`src/core/kpd_pkg.sv`:
```
// constants, register map and field layout of the keypad i/o block
// Contract
// - sense 0 level/direct, 1 transition/open-drain
// - open-drain-only pins always open-drain as output
// - level input: polarity 1 plain, 0 inverted
// - polarity sets active level for interrupt
// - transition input: polarity picks edge, sets bit
// - direct output: polarity 1 plain, 0 inverted
// - open-drain pol 1: low when data 0
// - open-drain pol 0: low when data 1
// - control bit 3 shows pending keypad request
// - delay code n: fire after n+1..n+2 ticks
// - debounce ticks from divided 32 kHz clock
// - direction 1 output, 0 input
// - leaving active level restarts counter, no interrupt
// - pending request blocks further interrupt detection
// - only enabled input pins 7..0 interrupt; code also interrupts via status bit 1 on any transition input 11..0 edge
package kpd_pkg;
  localparam int          KPD_PINS        = 12;
  localparam int          KPD_IRQ_PINS    = 8;
  // bus byte addresses
  localparam logic [31:0] KPD_DIR_ADDR    = 32'h700C7000;
  localparam logic [31:0] KPD_DATA_ADDR   = 32'h700C7004;
  localparam logic [31:0] KPD_IE_ADDR     = 32'h700C7008;
  localparam logic [31:0] KPD_SENSE_ADDR  = 32'h700C700C;
  localparam logic [31:0] KPD_POL_ADDR    = 32'h700C7010;
  localparam logic [31:0] KPD_DIV_ADDR    = 32'h700C7014;
  localparam logic [31:0] KPD_CTRL_ADDR   = 32'h700C7018;
  localparam logic [31:0] KPD_STS_ADDR    = 32'h700C7024;
  localparam logic [31:0] KPD_MSK_ADDR    = 32'h700C7028;
  // control register fields
  localparam int          KPD_CTRL_REQ_BIT = 3;
  localparam int          KPD_DC_LSB      = 0;
  localparam int          KPD_DC_W        = 3;
  localparam int          KPD_DIV_W       = 8;
  // status and mask fields
  localparam int          KPD_STS_W       = 2;
  localparam int          KPD_STS_KEY     = 0;
  localparam int          KPD_STS_EDGE    = 1;
  // reset values
  localparam logic [11:0] KPD_PIN_RST     = 12'h000;
  localparam logic [7:0]  KPD_IE_RST      = 8'h00;
  localparam logic [2:0]  KPD_DC_RST      = 3'h0;
  localparam logic [7:0]  KPD_DIV_RST     = 8'h00;
  localparam logic [1:0]  KPD_STS_RST     = 2'h0;
  localparam logic [11:0] KPD_OD_ONLY_RST = 12'h000;
  // timing
  localparam int          KPD_CLK_HZ      = 250000000;
  localparam int          KPD_SLOW_HZ     = 32768;
  localparam int          KPD_PRESCALE_CYC = KPD_CLK_HZ / KPD_SLOW_HZ;
  localparam int          KPD_PRE_W       = 14;
endpackage

```
`src/core/kpd_debounce.sv`:
```
// per-pin debounce counters running on the divided slow tick
`timescale 1ns/10ps
module kpd_debounce
  import kpd_pkg::*;
(
  // clock and reset
  input  wire logic                    clk_i,
  input  wire logic                    rst_i,
  // control
  input  wire logic                    tick_i,
  input  wire logic [KPD_DC_W-1:0]     dc_i,
  input  wire logic                    hold_i,
  input  wire logic [KPD_IRQ_PINS-1:0] act_i,
  // result
  output logic                         fire_o
);
  logic [KPD_IRQ_PINS-1:0] s1_r, s1_nxt, s2_r, s2_nxt, hit;
  logic [KPD_DC_W-1:0]     cnt_r [KPD_IRQ_PINS];
  logic [KPD_DC_W-1:0]     cnt_nxt [KPD_IRQ_PINS];

  genvar i;
  generate
    for (i = 0; i < KPD_IRQ_PINS; i++) begin : g_pin
      // first stage every clock, second on the tick: sync adds at most one whole tick
      always_comb begin
        s1_nxt[i] = act_i[i];
        s2_nxt[i] = tick_i ? s1_r[i] : s2_r[i];
        hit[i] = tick_i && s2_r[i] && !hold_i && (cnt_r[i] == dc_i);
        cnt_nxt[i] = cnt_r[i];
        if (!s2_r[i] || hold_i) begin
          cnt_nxt[i] = '0;
        end else if (tick_i && !hit[i]) begin
          cnt_nxt[i] = cnt_r[i] + 3'h1;
        end
      end
      always_ff @(posedge clk_i or posedge rst_i) begin
        if (rst_i) begin
          s1_r[i] <= 1'b0;
          s2_r[i] <= 1'b0;
          cnt_r[i] <= '0;
        end else begin
          s1_r[i] <= s1_nxt[i];
          s2_r[i] <= s2_nxt[i];
          cnt_r[i] <= cnt_nxt[i];
        end
      end

      property p_restart;
        @(posedge clk_i) disable iff (rst_i) !s2_r[i] |=> cnt_r[i] == 3'h0;
      endproperty
      a_restart: assert property (p_restart) else $error("counter not restarted");
      property p_sync;
        @(posedge clk_i) disable iff (rst_i) tick_i |=> s2_r[i] == $past(s1_r[i]);
      endproperty
      a_sync: assert property (p_sync) else $error("sync stage skipped");
    end
  endgenerate

  assign fire_o = |hit;

  property p_fire;
    @(posedge clk_i) disable iff (rst_i) fire_o |-> tick_i && !hold_i;
  endproperty
  a_fire: assert property (p_fire) else $error("fire off tick or while held");
endmodule

```
`src/core/kpd_io.sv`:
```
// keypad i/o block: avalon register slave, pin logic, debounce interrupt
`timescale 1ns/10ps
module kpd_io
  import kpd_pkg::*;
#(
  parameter int          PRESCALE_CYC = KPD_PRESCALE_CYC,
  parameter logic [11:0] OD_ONLY_PINS = KPD_OD_ONLY_RST
)(
  // clock and reset
  input  wire logic                clk_i,
  input  wire logic                rst_i,
  // avalon-mm slave
  input  wire logic [31:0]         avs_address_i,
  input  wire logic                avs_read_i,
  input  wire logic                avs_write_i,
  input  wire logic [31:0]         avs_writedata_i,
  output logic      [31:0]         avs_readdata_o,
  output logic                     avs_waitrequest_o,
  // keypad pins
  input  wire logic [KPD_PINS-1:0] pin_in_i,
  output logic      [KPD_PINS-1:0] pin_out_o,
  output logic      [KPD_PINS-1:0] pin_oe_o,
  // interrupt
  output logic                     irq_o
);
  //////////////////////////////////////////////////////////////////////////////
  // state
  logic                    ack_r, ack_nxt;
  logic [31:0]             rdata_r, rdata_nxt;
  logic [KPD_PINS-1:0]     dir_r, dir_nxt;
  logic [KPD_PINS-1:0]     sense_r, sense_nxt;
  logic [KPD_PINS-1:0]     pol_r, pol_nxt;
  logic [KPD_IRQ_PINS-1:0] ie_r, ie_nxt;
  logic [KPD_DC_W-1:0]     dc_r, dc_nxt;
  logic [KPD_DIV_W-1:0]    div_r, div_nxt;
  logic [KPD_STS_W-1:0]    msk_r, msk_nxt;
  logic [KPD_STS_W-1:0]    sts_r, sts_nxt;
  logic                    req_r, req_nxt;
  logic [KPD_PINS-1:0]     data_r, data_nxt;
  logic [KPD_PINS-1:0]     prev_r;
  logic [KPD_PINS-1:0]     pout_r, pout_nxt;
  logic [KPD_PINS-1:0]     poe_r, poe_nxt;
  logic [KPD_PRE_W-1:0]    pre_r, pre_nxt;
  logic [KPD_DIV_W-1:0]    dcnt_r, dcnt_nxt;
  logic                    tick_r, tick_nxt;

  logic                    wr_go;
  logic                    rd_go;
  logic                    wr_data;
  logic                    wr_sts;
  logic [KPD_PINS-1:0]     od;
  logic [KPD_PINS-1:0]     edge_hit;
  logic [KPD_IRQ_PINS-1:0] act;
  logic                    fire;

  //////////////////////////////////////////////////////////////////////////////
  // avalon handshake: one wait cycle, so read data is registered before use
  assign avs_waitrequest_o = (avs_read_i || avs_write_i) && !ack_r;
  assign avs_readdata_o    = rdata_r;
  assign wr_go             = avs_write_i && ack_r;
  assign rd_go             = avs_read_i && !ack_r;
  assign wr_data           = wr_go && (avs_address_i == KPD_DATA_ADDR);
  assign wr_sts            = wr_go && (avs_address_i == KPD_STS_ADDR);

  always_comb begin
    ack_nxt   = (avs_read_i || avs_write_i) && !ack_r;
    rdata_nxt = rdata_r;
    if (rd_go) begin
      rdata_nxt = 32'h00000000;
      if (avs_address_i == KPD_DIR_ADDR) begin
        rdata_nxt[KPD_PINS-1:0] = dir_r;
      end else if (avs_address_i == KPD_DATA_ADDR) begin
        rdata_nxt[KPD_PINS-1:0] = data_r;
      end else if (avs_address_i == KPD_IE_ADDR) begin
        rdata_nxt[KPD_IRQ_PINS-1:0] = ie_r;
      end else if (avs_address_i == KPD_SENSE_ADDR) begin
        rdata_nxt[KPD_PINS-1:0] = sense_r;
      end else if (avs_address_i == KPD_POL_ADDR) begin
        rdata_nxt[KPD_PINS-1:0] = pol_r;
      end else if (avs_address_i == KPD_DIV_ADDR) begin
        rdata_nxt[KPD_DIV_W-1:0] = div_r;
      end else if (avs_address_i == KPD_CTRL_ADDR) begin
        rdata_nxt[KPD_CTRL_REQ_BIT] = req_r;
        rdata_nxt[KPD_DC_LSB +: KPD_DC_W] = dc_r;
      end else if (avs_address_i == KPD_STS_ADDR) begin
        rdata_nxt[KPD_STS_W-1:0] = sts_r;
      end else if (avs_address_i == KPD_MSK_ADDR) begin
        rdata_nxt[KPD_STS_W-1:0] = msk_r;
      end
    end
  end

  always_ff @(posedge clk_i or posedge rst_i) begin
    if (rst_i) begin
      ack_r   <= 1'b0;
      rdata_r <= 32'h00000000;
    end else begin
      ack_r   <= ack_nxt;
      rdata_r <= rdata_nxt;
    end
  end

  //////////////////////////////////////////////////////////////////////////////
  // configuration registers; unmapped writes are dropped
  always_comb begin
    dir_nxt   = dir_r;
    sense_nxt = sense_r;
    pol_nxt   = pol_r;
    ie_nxt    = ie_r;
    dc_nxt    = dc_r;
    div_nxt   = div_r;
    msk_nxt   = msk_r;
    if (wr_go) begin
      if (avs_address_i == KPD_DIR_ADDR) begin
        dir_nxt = avs_writedata_i[KPD_PINS-1:0];
      end else if (avs_address_i == KPD_IE_ADDR) begin
        ie_nxt = avs_writedata_i[KPD_IRQ_PINS-1:0];
      end else if (avs_address_i == KPD_SENSE_ADDR) begin
        sense_nxt = avs_writedata_i[KPD_PINS-1:0];
      end else if (avs_address_i == KPD_POL_ADDR) begin
        pol_nxt = avs_writedata_i[KPD_PINS-1:0];
      end else if (avs_address_i == KPD_DIV_ADDR) begin
        div_nxt = avs_writedata_i[KPD_DIV_W-1:0];
      end else if (avs_address_i == KPD_CTRL_ADDR) begin
        dc_nxt = avs_writedata_i[KPD_DC_LSB +: KPD_DC_W];
      end else if (avs_address_i == KPD_MSK_ADDR) begin
        msk_nxt = avs_writedata_i[KPD_STS_W-1:0];
      end
    end
  end

  always_ff @(posedge clk_i or posedge rst_i) begin
    if (rst_i) begin
      dir_r   <= KPD_PIN_RST;
      sense_r <= KPD_PIN_RST;
      pol_r   <= KPD_PIN_RST;
      ie_r    <= KPD_IE_RST;
      dc_r    <= KPD_DC_RST;
      div_r   <= KPD_DIV_RST;
      msk_r   <= KPD_STS_RST;
    end else begin
      dir_r   <= dir_nxt;
      sense_r <= sense_nxt;
      pol_r   <= pol_nxt;
      ie_r    <= ie_nxt;
      dc_r    <= dc_nxt;
      div_r   <= div_nxt;
      msk_r   <= msk_nxt;
    end
  end

  //////////////////////////////////////////////////////////////////////////////
  // per-pin data register and drivers
  genvar i;
  generate
    for (i = 0; i < KPD_PINS; i++) begin : g_pin
      always_comb begin
        od[i] = sense_r[i] || OD_ONLY_PINS[i];
        edge_hit[i] = pol_r[i] ? (pin_in_i[i] && !prev_r[i]) : (!pin_in_i[i] && prev_r[i]);
        if (dir_r[i]) begin
          data_nxt[i] = wr_data ? avs_writedata_i[i] : data_r[i];
        end else if (!sense_r[i]) begin
          data_nxt[i] = pol_r[i] ? pin_in_i[i] : !pin_in_i[i];
        end else begin
          // a new edge beats a same-cycle clear
          data_nxt[i] = edge_hit[i] || (data_r[i] && !(wr_data && avs_writedata_i[i]));
        end
        if (!dir_r[i]) begin
          pout_nxt[i] = 1'b0;
          poe_nxt[i]  = 1'b0;
        end else if (!od[i]) begin
          pout_nxt[i] = pol_r[i] ? data_r[i] : !data_r[i];
          poe_nxt[i]  = 1'b1;
        end else begin
          pout_nxt[i] = 1'b0;
          poe_nxt[i]  = pol_r[i] ? !data_r[i] : data_r[i];
        end
      end

      always_ff @(posedge clk_i or posedge rst_i) begin
        if (rst_i) begin
          data_r[i] <= 1'b0;
          prev_r[i] <= 1'b0;
          pout_r[i] <= 1'b0;
          poe_r[i]  <= 1'b0;
        end else begin
          data_r[i] <= data_nxt[i];
          prev_r[i] <= pin_in_i[i];
          pout_r[i] <= pout_nxt[i];
          poe_r[i]  <= poe_nxt[i];
        end
      end

      property p_in_off;
        @(posedge clk_i) disable iff (rst_i) !dir_r[i] |=> !pin_oe_o[i];
      endproperty
      a_in_off: assert property (p_in_off) else $error("input pin driven");
      property p_drive;
        @(posedge clk_i) disable iff (rst_i) dir_r[i] && !od[i] |=>
          pin_oe_o[i] && (pin_out_o[i] == ($past(pol_r[i]) ? $past(data_r[i]) : !$past(data_r[i])));
      endproperty
      a_drive: assert property (p_drive) else $error("direct drive wrong");
      property p_od_hi;
        @(posedge clk_i) disable iff (rst_i) dir_r[i] && od[i] && pol_r[i] |=>
          !pin_out_o[i] && (pin_oe_o[i] == !$past(data_r[i]));
      endproperty
      a_od_hi: assert property (p_od_hi) else $error("open drain pol 1 wrong");
      property p_od_lo;
        @(posedge clk_i) disable iff (rst_i) dir_r[i] && od[i] && !pol_r[i] |=>
          !pin_out_o[i] && (pin_oe_o[i] == $past(data_r[i]));
      endproperty
      a_od_lo: assert property (p_od_lo) else $error("open drain pol 0 wrong");
      property p_od_only;
        @(posedge clk_i) disable iff (rst_i) dir_r[i] && OD_ONLY_PINS[i] |=> !pin_out_o[i];
      endproperty
      a_od_only: assert property (p_od_only) else $error("open-drain-only pin pushed high");
      property p_level;
        @(posedge clk_i) disable iff (rst_i) !dir_r[i] && !sense_r[i] |=>
          data_r[i] == ($past(pol_r[i]) ? $past(pin_in_i[i]) : !$past(pin_in_i[i]));
      endproperty
      a_level: assert property (p_level) else $error("level input wrong");
      property p_edge;
        @(posedge clk_i) disable iff (rst_i) $past(!dir_r[i] && sense_r[i] && pol_r[i])
          && $rose(prev_r[i]) |-> data_r[i];
      endproperty
      a_edge: assert property (p_edge) else $error("rising edge not caught");
      property p_hold;
        @(posedge clk_i) disable iff (rst_i) !dir_r[i] && sense_r[i] && data_r[i]
          && !(wr_data && avs_writedata_i[i]) |=> data_r[i];
      endproperty
      a_hold: assert property (p_hold) else $error("transition bit lost");
    end
  endgenerate

  assign pin_out_o = pout_r;
  assign pin_oe_o  = poe_r;

  //////////////////////////////////////////////////////////////////////////////
  // slow tick: prescale to 32 kHz, then divide by the divisor register plus one
  always_comb begin
    tick_nxt = 1'b0;
    dcnt_nxt = dcnt_r;
    if (pre_r == KPD_PRE_W'(PRESCALE_CYC - 1)) begin
      pre_nxt = '0;
      if (dcnt_r >= div_r) begin
        dcnt_nxt = '0;
        tick_nxt = 1'b1;
      end else begin
        dcnt_nxt = dcnt_r + 8'h01;
      end
    end else begin
      pre_nxt = pre_r + 14'h0001;
    end
  end

  always_ff @(posedge clk_i or posedge rst_i) begin
    if (rst_i) begin
      pre_r  <= '0;
      dcnt_r <= '0;
      tick_r <= 1'b0;
    end else begin
      pre_r  <= pre_nxt;
      dcnt_r <= dcnt_nxt;
      tick_r <= tick_nxt;
    end
  end

  //////////////////////////////////////////////////////////////////////////////
  // interrupt detection; software keeps these pins level-sensitive
  assign act = ie_r & ~dir_r[KPD_IRQ_PINS-1:0] & ~(pin_in_i[KPD_IRQ_PINS-1:0]
               ^ pol_r[KPD_IRQ_PINS-1:0]);

  kpd_debounce u_deb (
    .clk_i  (clk_i),
    .rst_i  (rst_i),
    .tick_i (tick_r),
    .dc_i   (dc_r),
    .hold_i (req_r),
    .act_i  (act),
    .fire_o (fire)
  );

  // status write-one-to-clear; events win over a same-cycle clear
  always_comb begin
    sts_nxt = sts_r;
    if (wr_sts) begin
      sts_nxt = sts_r & ~avs_writedata_i[KPD_STS_W-1:0];
    end
    sts_nxt[KPD_STS_KEY]  = sts_nxt[KPD_STS_KEY] || fire;
    sts_nxt[KPD_STS_EDGE] = sts_nxt[KPD_STS_EDGE] || (|(edge_hit & sense_r & ~dir_r));
    req_nxt = fire || (req_r && !(wr_sts && avs_writedata_i[KPD_STS_KEY]));
  end

  always_ff @(posedge clk_i or posedge rst_i) begin
    if (rst_i) begin
      sts_r <= KPD_STS_RST;
      req_r <= 1'b0;
    end else begin
      sts_r <= sts_nxt;
      req_r <= req_nxt;
    end
  end

  assign irq_o = |(sts_r & msk_r);

  //////////////////////////////////////////////////////////////////////////////
  // checks
  property p_req_set;
    @(posedge clk_i) disable iff (rst_i) fire |=> req_r && sts_r[KPD_STS_KEY];
  endproperty
  a_req_set: assert property (p_req_set) else $error("request not raised");
  property p_req_keep;
    @(posedge clk_i) disable iff (rst_i) req_r && !wr_sts |=> req_r;
  endproperty
  a_req_keep: assert property (p_req_keep) else $error("request dropped");
  property p_no_refire;
    @(posedge clk_i) disable iff (rst_i) req_r |-> !fire;
  endproperty
  a_no_refire: assert property (p_no_refire) else $error("fired while pending");
  property p_ctrl_rd;
    @(posedge clk_i) disable iff (rst_i) rd_go && avs_address_i == KPD_CTRL_ADDR |=>
      avs_readdata_o[KPD_CTRL_REQ_BIT] == $past(req_r);
  endproperty
  a_ctrl_rd: assert property (p_ctrl_rd) else $error("control flag wrong");
  property p_bus;
    @(posedge clk_i) disable iff (rst_i) avs_waitrequest_o |=> !avs_waitrequest_o;
  endproperty
  a_bus: assert property (p_bus) else $error("bus answer late");
  property p_tick;
    @(posedge clk_i) disable iff (rst_i) tick_r |=> !tick_r;
  endproperty
  a_tick: assert property (p_tick) else $error("tick wider than one cycle");

  c_fire: cover property (@(posedge clk_i) disable iff (rst_i) fire);
  c_irq: cover property (@(posedge clk_i) disable iff (rst_i) $rose(irq_o));
  c_clr: cover property (@(posedge clk_i) disable iff (rst_i) req_r ##1 !req_r);
  c_edge: cover property (@(posedge clk_i) disable iff (rst_i) $rose(sts_r[KPD_STS_EDGE]));
endmodule

```
`config.mk`:
```
export PLATFORM = sky130hd
export DESIGN_NAME = kpd_io
export DESIGN_NICKNAME = d
export VERILOG_FILES = /design/src/core/kpd_pkg.sv /design/src/core/kpd_debounce.sv /design/src/core/kpd_io.sv
export SDC_FILE = /design/constraint.sdc
export NUM_CORES = 1
export LEC_CHECK = 0
export BUFFER_PORTS_ARGS = -buffer_cell sky130_fd_sc_hd__buf_2
export CAP_MARGIN = 20
export CELL_PAD_IN_SITES_DETAIL_PLACEMENT = 0
export CELL_PAD_IN_SITES_GLOBAL_PLACEMENT = 1
export CORE_MARGIN = 8
export CORE_UTILIZATION = 46
export CTS_CLUSTER_DIAMETER = 30
export DETAILED_ROUTE_END_ITERATION = 12
export GPL_TIMING_DRIVEN = 0
export PLACE_DENSITY_LB_ADDON = 0.1
export SLEW_MARGIN = 20
export SYNTH_ARGS = -nofsm -noshare
export SYNTH_HDL_FRONTEND = slang
export SYNTH_HIERARCHICAL = 1
export SYNTH_SLANG_ARGS = --single-unit
```
`constraint.sdc`:
```
create_clock -name clk_i -period 5.37 [get_ports clk_i]
set_clock_uncertainty 0.15 [all_clocks]
set_input_delay 0.2685 -clock clk_i [delete_from_list [all_inputs] [get_ports clk_i]]
set_output_delay 0.2685 -clock clk_i [all_outputs]
set_load 0.05 [all_outputs]
```
After elaboration in Yosys (flattened, before gate mapping)
Index checks and enable logic that the tools add are counted.
{"block": "word_totals", "ram_bits": 0, "out_inout_bits": 58, "input_bits": 80, "memories": 0, "mem_bits_ro": 0, "regBits": 184, "latch_bits": 0, "wordCells": 506}
{"block": "op_classes", "bitwise_logic": 17, "div": 0, "muxes": 166, "order_cmp": 1, "multipliers": 0, "n_reduce_logical": 196, "eq_ne": 30, "add_sub_neg": 10, "shifts": 0}
{"op": "$eq A32 B31 Y1 const B", "n": 9}
{"op": "$mux W1", "n": 134}
{"op": "$logic_and A1 B1 Y1", "n": 87}
{"op": "$logic_not A1 Y1", "n": 67}
{"op": "$mux W3", "n": 16}
{"op": "$mux W12", "n": 3}
{"op": "$add A3 B1 Y3 const B", "n": 8}
{"op": "$and A12 B12 Y12", "n": 2}
{"op": "$eq A3 B3 Y1", "n": 8}
{"op": "$logic_or A1 B1 Y1", "n": 24}
{"op": "$mux W8", "n": 3}
{"op": "$ne A2 B1 Y1 const B", "n": 12}
{"op": "$and A8 B8 Y8", "n": 2}
{"op": "$mux W4", "n": 4}
{"op": "$not A8 Y8", "n": 2}
{"op": "$reduce_bool A2 Y1", "n": 8}
{"op": "$add A14 B1 Y14 const B", "n": 1}
{"op": "$eq A14 B13 Y1 const B", "n": 1}
{"op": "$mux W14", "n": 1}
{"op": "$not A12 Y12", "n": 1}
{"op": "$reduce_or A12 Y1", "n": 1}
{"op": "$mux W2", "n": 5}
{"op": "$add A8 B1 Y8 const B", "n": 1}
{"op": "$ge A8 B8 Y1", "n": 1}
{"op": "13 further kinds", "n": 19}

Depth between registers and ports, before layout
Gate-level depths: netlist (run 1).
{"block": "logic_depth", "depth_word": 10, "mapped_depth": 8, "mapped_depth_nobuf": 7}

By module
Netlist (run 1), hierarchy kept.
{"module": "kpd_io", "n_inst": 1, "seq_area_each_um2": 3603.5, "area_per_inst_um2": 7743.7, "cells_per_inst": 745}
{"module": "kpd_debounce", "n_inst": 1, "seq_area_each_um2": 1001.0, "area_per_inst_um2": 2118.3, "cells_per_inst": 179}

Worst setup path before layout (run 1)
OpenSTA, ideal clock, no wires.
{"block": "synth_timing", "kind": "in2reg", "from": "input port avs_address_i[10]", "to": "register sense_r[11] (netlist: od[11])", "required_time_ns": 5.095, "path_buffers": 2, "t_arrival_ns": 2.124, "setup_ns": 0.125, "path_stages": 7, "path_slack_ns": 2.971, "cell_sequence": "or4b_4 nor3_4 nand2_2 buf_6 nor3_4 buf_4 mux2_2"}
{"block": "synth_between", "elab_chain_len": 3, "elab_cells_between_ends": 6, "classes_between": "eq/ne: 3; bitwise: 2; reduce/logical: 1"}
{"item": "from (decl)", "line": "kpd_io.sv:13", "source": "input wire logic [31:0] avs_address_i,"}
{"item": "$eq A32 B31 Y1 (on tied branches)", "line": "kpd_io.sv:116, kpd_io.sv:114"}
{"item": "$not A1 Y1 (no line)"}
{"item": "$reduce_and A4 Y1 (no line) *"}
{"item": "to (signal assigned)", "line": "kpd_io.sv:143", "source": "sense_r <= sense_nxt;"}
{"item": "to (decl)", "line": "kpd_io.sv:31", "source": "logic [KPD_PINS-1:0] sense_r, sense_nxt;"}
Mark *: on every way between the ends. The rest lies on a longest branch, timed or not.
A chain may end at the register's enable or synchronous reset.

Worst setup path after layout (run 1)
{"block": "layout_timing", "from": "input port avs_address_i[10]", "to": "register dir_r[3]"}
{"block": "layout_between", "elab_chain_len": 2}
{"item": "$eq A32 B31 Y1", "line": "kpd_io.sv:114", "source": "if (avs_address_i == KPD_DIR_ADDR) begin"}
{"item": "$reduce_and A2 Y1 (no line)"}
{"item": "to (signal assigned)", "line": "kpd_io.sv:142", "source": "dir_r <= dir_nxt;"}
{"item": "to (decl)", "line": "kpd_io.sv:30", "source": "logic [KPD_PINS-1:0] dir_r, dir_nxt;"}
No other way between the ends.

==> results of run 1 <==
[final cells by class]
| class | instances | area share [%] |
|---|---|---|
| Multi-Input combinational cell | 665 | 41.9 |
| Sequential cell | 184 | 39.7 |
| Timing Repair Buffer | 116 | 6.20 |
| Clock buffer | 20 | 4.03 |
| Buffer | 68 | 3.25 |
| Tap cell | 275 | 2.97 |
| Clock inverter | 12 | 1.00 |
| Inverter | 26 | 0.907 |
[worst paths after layout]
path,start,slack (ps),depth (start not counted),end
max,avs_address_i[10],2840,7,dir_r[3]
min,avs_writedata_i[7],30,2,div_r[7]
max reg2reg,pol_r[0],2890,6,sts_r[1]
min reg2reg,u_deb/s1_r[6],330,1,u_deb/s2_r[6]
max in group asynchronous,rst_i,3990,4,avs_readdata_o[4]
min in group asynchronous,rst_i,260,3,u_deb/cnt_r[3]
[sequential cells by signal, indices dropped and copies added, names as in the netlist, 12 cells and up]
name	flops
dir_r	12
pre_r	14
pin_oe_o	12
pol_r	12
avs_readdata_o	12
prev_r	12
od	12
pin_out_o	12
u_deb/cnt_r	24
data_r	12
[cells in the final DEF (no fill, tap or decap), types with 10 or more instances in the layout]
cell type      instances
a211oi_1              10
nor3b_1               16
nor3_1                16
mux2i_1               20
o31ai_1               10
ha_1                  19
nand2_1               69
inv_1                 24
dfrtp_1              184
xor2_1                47
buf_2                101
nor2_1                57
a31oi_1               12
clkbuf_16             17
a21oi_1               32
mux2_2                64
a21boi_0              10
clkbuf_1              29
nand3_1               18
xnor2_1               19
buf_4                 22
nand2b_1              22
o21ai_0               29
dlygate4sd3_1         20
and3b_1               19
conb_1                20
[worst max-delay path: stages]
cell and delay (ps):
buf_2 100, or4b_4 540, nor3_4 450, nand2_2 170
nor3_2 340, buf_2 430, mux2_2 380
[power groups by stage]
stage	clock [µW]	combinational [µW]	sequential (µW)
floorplan	0	126	1440
global placement	0	192	1440
detailed placement	0	199	1440
CTS	1280	211	1410
global route	1330	231	1410
finish	1250	210	1410
[layer usage]
metal  vias up  wire length [µm]  track usage, %
met4         2               277            4.71
met2       147             12000            31.4
met3        20              1280            4.17
li1       3606                 -               -
met1      3650             11500            26.0
met5         -                10               0
[what timing repair did]
item,CTS,global route
hold buffers,20,0
endpoints found under the setup margin,0,0
endpoints found under the hold margin,118,0
[metrics by stage]
stage	hold slack [ps]	instances	TNS [ps]	total power (µW)
6_report	31.0	1366	0	2870
4_1_cts	9.62	1366	0	2900
5_1_grt	21.7	1366	0	2970
3_3_place_gp	255	1312	-110380	1630
2_1_floorplan	150	943	0	1560
3_5_place_dp	165	1314	0	1630
[cell families (layout without fill, tap and decap cells)]
| group | Yosys count | in the layout | synth area share [%] |
|---|---|---|---|
| flops | 184 | 184 | 46.7 |
| xor+xnor | 72 | 72 | 6.85 |
| buf+inv | 94 | 242 | 4.81 |
| compound gates | 178 | 178 | 12.9 |
| other cells | 1 | 20 | 0.0380 |
| fa+ha+maj | 19 | 19 | 2.41 |
| simple gates | 291 | 291 | 16.8 |
| mux | 85 | 85 | 9.45 |
==> out/metrics.yaml, run 1 <==
outcome: "completed"
portBuffers: 94
seq_power_share_pct: 49.1
comb_power_share_pct: 7.3
hold_path_class: "in -> reg"
drt-initial-drc-count: 393
power_density_nw_per_um2: 247
drv_cap: 0
tritoncts: "built"
rsz0062_at_grt: "no"
cellLeakagePower_uw: 0.00556
yosys_warnings: 6
htree_num_levels: 4
cts-root-buf: "clkbuf_16"
drc: 0
drive_gt1_share_pct: 22.7
utilization_pct: 55.1
max_freq_mhz: 396
synth_flop_cell: "dfrtp_1"
grt_use_total_pct: 19.4
clock_latency_ps: 440
dp_slack_ps: 2370
ys_seq_area_share_pct: 46.7
fin_crit_sh_pct: 47.0
final_nets: 1177
timing.final.ws_setup_ps: 2840
dpl.hpwl_um: 18000
switching_power_uw: 716
viasPerCell: 5.44
wl_per_cell_um: 18.3
tightest_slew_ps: 1100
post-cts-setup-buffers: 0
max_slew_margin_pct: 26.3
synthTopCellsByArea: "dfrtp_1 47%, mux2_2 7.3%, xor2_1 4.2%"
cts_buffer_depth: 2
pin_count: 138
place_congestion: 0.836
synth.most_common_cell: "dfrtp_1"
start_util_pct: 46.9
finalCriticalPeriod_ps: 2530
ant_nets: 0
rows: 53
postCtsResizedCells: 0
endpoint_kind: "flop"
wl_um: 25000
internal_power_uw: 2150
worst_ep_arrival_time_ps: 2690
vias: 7425
ys_seq_elements: 184
core-area_um2: 21000
sw_frac_of_total_pct: 25.0
placed_area_um2: 10800
synthArstFlopShare_pct: 100
netlist.area_leader.share_pct: 46.7
multiInputGateArea_um2: 4850
cts_sinks: 184
critPathLaunchType: "input pin"
slew_violations: 0
die-height_um: 162
ir_worst_vdd_v: 0.000183
syn-cell-area_um2: 9860
avgSynthCellArea_um2: 10.7
synth_common_cells: "184 x dfrtp_1, 69 x nand2_1, 64 x mux2_2, 57 x nor2_1, 47 x xor2_1"
clk_pin_slew_ps: 70
syn_to_final_growth_pct: 17.5
grt_overflow_total: 0
register_area_um2: 4600
n_fill_cell: 1872
grt_max_degree: 76
synth_enable_flop_cells: 0
synth_top_area_cell: "dfrtp_1"
die-area_um2: 26400
antenna_found_initial: 1
drtPass1Iterations: 5
worstSetupPathType: "in -> reg"
final_area_um2: 11600
p_clk_share_pct: 43.5
antenna_cells: 0
die_w_um: 162
crit_fanout: 10
grt_pass1_wl_um: 40600
cts_buffers: 17
cp.required_ps: 5530
ys_types: 74
synth_cells: 924
setup_viol: 0
grt_pass1_vias: 7418
hold_viol: 0
Power figures use the tool's default switching activity.
==> run 2: changes to the inputs <==
--- a/config.mk
+++ b/config.mk
@@ -5,12 +5,13 @@
 export SDC_FILE = /design/constraint.sdc
 export NUM_CORES = 1
 export LEC_CHECK = 0
+export ABC_AREA = 1
 export BUFFER_PORTS_ARGS = -buffer_cell sky130_fd_sc_hd__buf_2
 export CAP_MARGIN = 20
 export CELL_PAD_IN_SITES_DETAIL_PLACEMENT = 0
 export CELL_PAD_IN_SITES_GLOBAL_PLACEMENT = 1
 export CORE_MARGIN = 8
-export CORE_UTILIZATION = 46
+export CORE_UTILIZATION = 43
 export CTS_CLUSTER_DIAMETER = 30
 export DETAILED_ROUTE_END_ITERATION = 12
 export GPL_TIMING_DRIVEN = 0
==> constraint.sdc (replaced) <==
create_clock -name clk_i -period 2.4 [get_ports clk_i]
set_clock_uncertainty 0.15 [all_clocks]
set_input_delay 0.12 -clock clk_i [delete_from_list [all_inputs] [get_ports clk_i]]
set_output_delay 0.12 -clock clk_i [all_outputs]
set_load 0.05 [all_outputs]
==> out/metrics.yaml, run 2 <==
max_freq_mhz: 457
htree_num_levels: 4
synthSimpleGateAreaFrac_pct: 30.3
grt_overflow_total: 0
core-area_um2: 23300
synthMuxAreaShare_pct: 0.111
grt_pass1_wl_um: 46400
final_common_cell: "nand2_1"
synth_top_area_cell: "dfrtp_1"
grt_use_total_pct: 20.3
tightest_slew_ps: 809
clk_pin_slew_ps: 70
switching_power_uw: 1630
synth_cells: 1329
largest_register_ffs: 24
worstReg2RegStart: "div_r[7]"
drive_gt1_share_pct: 16.6
r2r_cells: 7
cellLeakagePower_uw: 0.00640
n_fill_cell: 2340
slew_violations: 0
timing.rr.end: "dcnt_r[4]"
wl_met1_um: 13800
ys_seq_elements: 184
tritoncts: "built"
top_regs: "u_deb/cnt_r x24, pre_r x14"
final_nets: 1596
finalPower_uw: 6390
start_util_pct: 43.5
synth_enable_flop_cells: 0
die-height_um: 170
multiInputGateArea_um2: 4600
antenna_cells: 0
synth_xor_xnor_area_share_pct: 2.16
netlist.area_leader.share_pct: 45.4
utilization_pct: 51.8
wl_met3_um: 1430
grt_pass1_vias: 8766
viasPerCell: 4.88
hold_path_class: "in -> async"
r2r_slack_ps: 210
ys_seq_area_share_pct: 45.4
cts_buffer_depth: 2
ys_types: 46
seq_power_share_pct: 49.1
avgSynthCellArea_um2: 7.64
clock_latency_ps: 440
cts_buffers: 17
finalNonFillerCells: 1829
synth_compound_area_share_pct: 9.61
met2_length_um: 13000
max_slew_margin_pct: 46.1
outcome: "completed"
worstSetupPathType: "reg -> reg"
antenna_found_initial: 0
portBuffers: 97
ir_worst_vdd_v: 0.000392
worst_ep_arrival_time_ps: 2370
synth_common_cells: "380 x nand2_1, 184 x dfrtp_1, 170 x inv_1, 138 x nor2_1, 72 x nand3_1"
rsz0062_at_grt: "no"
sw_frac_of_total_pct: 25.5
syn-cell-area_um2: 10200
wl_um: 28400
synthTopCellsByArea: "dfrtp_1 45%, nand2_1 14%, inv_1 6.3%"
register_area_um2: 4600
dpl.hpwl_um: 20800
die-area_um2: 28800
fin_crit_sh_pct: 91.2
place_inst: 1770
p_clk_share_pct: 44.1
drt-initial-drc-count: 606
synth_flop_cell: "dfrtp_1"
die_w_um: 170
cts_sinks: 184
setup_viol: 0
wl_per_cell_um: 15.5
cp.required_ps: 2580
drtPass1Iterations: 5
comb_power_share_pct: 6.8
synth_fa_ha_area_share_pct: 2.34
endpoint_kind: "flop"
yosys_warnings: 6
finalCriticalPeriod_ps: 2190
ant_nets: 0
cts-root-buf: "clkbuf_16"
top_layer_used: "met4"
place_congestion: 0.821
internal_power_uw: 4760
synthArstFlopShare_pct: 100
pin_count: 138
crit_fanout: 5
power_density_nw_per_um2: 529
grt_max_degree: 35
drc: 0
synth.most_common_cell: "nand2_1"
rows: 56
layout_common_cells: "380 x nand2_1, 184 x dfrtp_1, 168 x inv_1"
synth_top_family_by_area: "simple AND/OR/NAND/NOR gates"
hold_viol: 0
drv_cap: 0
syn_to_final_growth_pct: 19.0
top_register: "u_deb/cnt_r"
vias: 8930
critPathLaunchType: "flop"
post-cts-setup-buffers: 0
run 2: cell count changes after synthesis, moves of 22 or more:
cell | before | now
nand2_1 | 69 | 380
inv_1 | 26 | 170
nor2_1 | 57 | 138
o21ai_1 | 0 | 66
mux2_2 | 64 | 1
nand3_1 | 18 | 72
clkbuf_1 | 29 | 2
xor2_1 | 47 | 24
nand2b_1 | 22 | 0
nand4_1 | 9 | 31
run 2: worst max-delay path by stage:
stage / startpoint / depth (start not counted) / slack [ps] / endpoint
after global routing: div_r[7] / 7 / 70 / dcnt_r[4]
final: div_r[7] / 7 / 210 / dcnt_r[4]
after floorplan: rst_i / 1 / 320 / ack_r
after detailed placement: div_r[1] / 7 / 200 / dcnt_r[5]
after CTS: div_r[7] / 7 / 200 / dcnt_r[4]
after global placement: rst_i / 2 / -720 / pin_out_o[1]
run 2: routing by layer:
layer  global-route usage (%)  vias to the layer above
li1                         -                     4536
met3                     3.95                       18
met5                        0                        -
met1                     28.1                     4185
met2                     32.5                      191
met4                     4.16                        0
run 2: what timing repair did:
| action | 4_1_cts | 5_1_grt |
|---|---|---|
| hold buffers | 27 | 0 |
| gates resized for setup | 0 | 0 |
| hold endpoints to repair | 169 | 0 |
run 2: final cells by class:
cell class                      count  share of cell area, %
Sequential cell                   184                   38.1
Inverter                          185                   5.78
Timing Repair Buffer              130                   7.25
Multi-Input combinational cell    934                   38.1
Clock buffer                       19                   3.67
Tap cell                          319                   3.31
Clock inverter                     13                   1.10
Buffer                             45                   2.69
run 2: critical path: stages, from the launching register on:
cell	delay [ps]
dfrtp_1	370
inv_1	100
ha_1	310
nand2_1	80
o41ai_1	670
nand2_1	110
inv_1	210
nor3b_1	80
run 2: through the flow:
step	TNS (ps)	hold WS, ps	worst slack (ps)	instance area [µm²]
3_3_place_gp	-101290	102	-720	11100
5_1_grt	0	92.5	65.7	12100
2_1_floorplan	0	1.43	325	10200
3_5_place_dp	0	-23.6	205	11200
4_1_cts	0	50.2	200	12100
6_report	0	61.9	211	12100
run 2: logic make-up after synthesis:
family          count (synthesis)
compound gates                171
xor+xnor                       25
fa+ha+maj                      19
buf+inv                       230
flops                         184
mux                             1
other cells                     1
simple gates                  698
run 2: power groups by stage:
stage               logic (µW)  clock network [µW]  registers (µW)
global route               483                2980            3140
global placement           376                   0            3200
finish                     433                2820            3140
detailed placement         404                   0            3200
floorplan                  257                   0            3200
CTS                        438                2860            3140
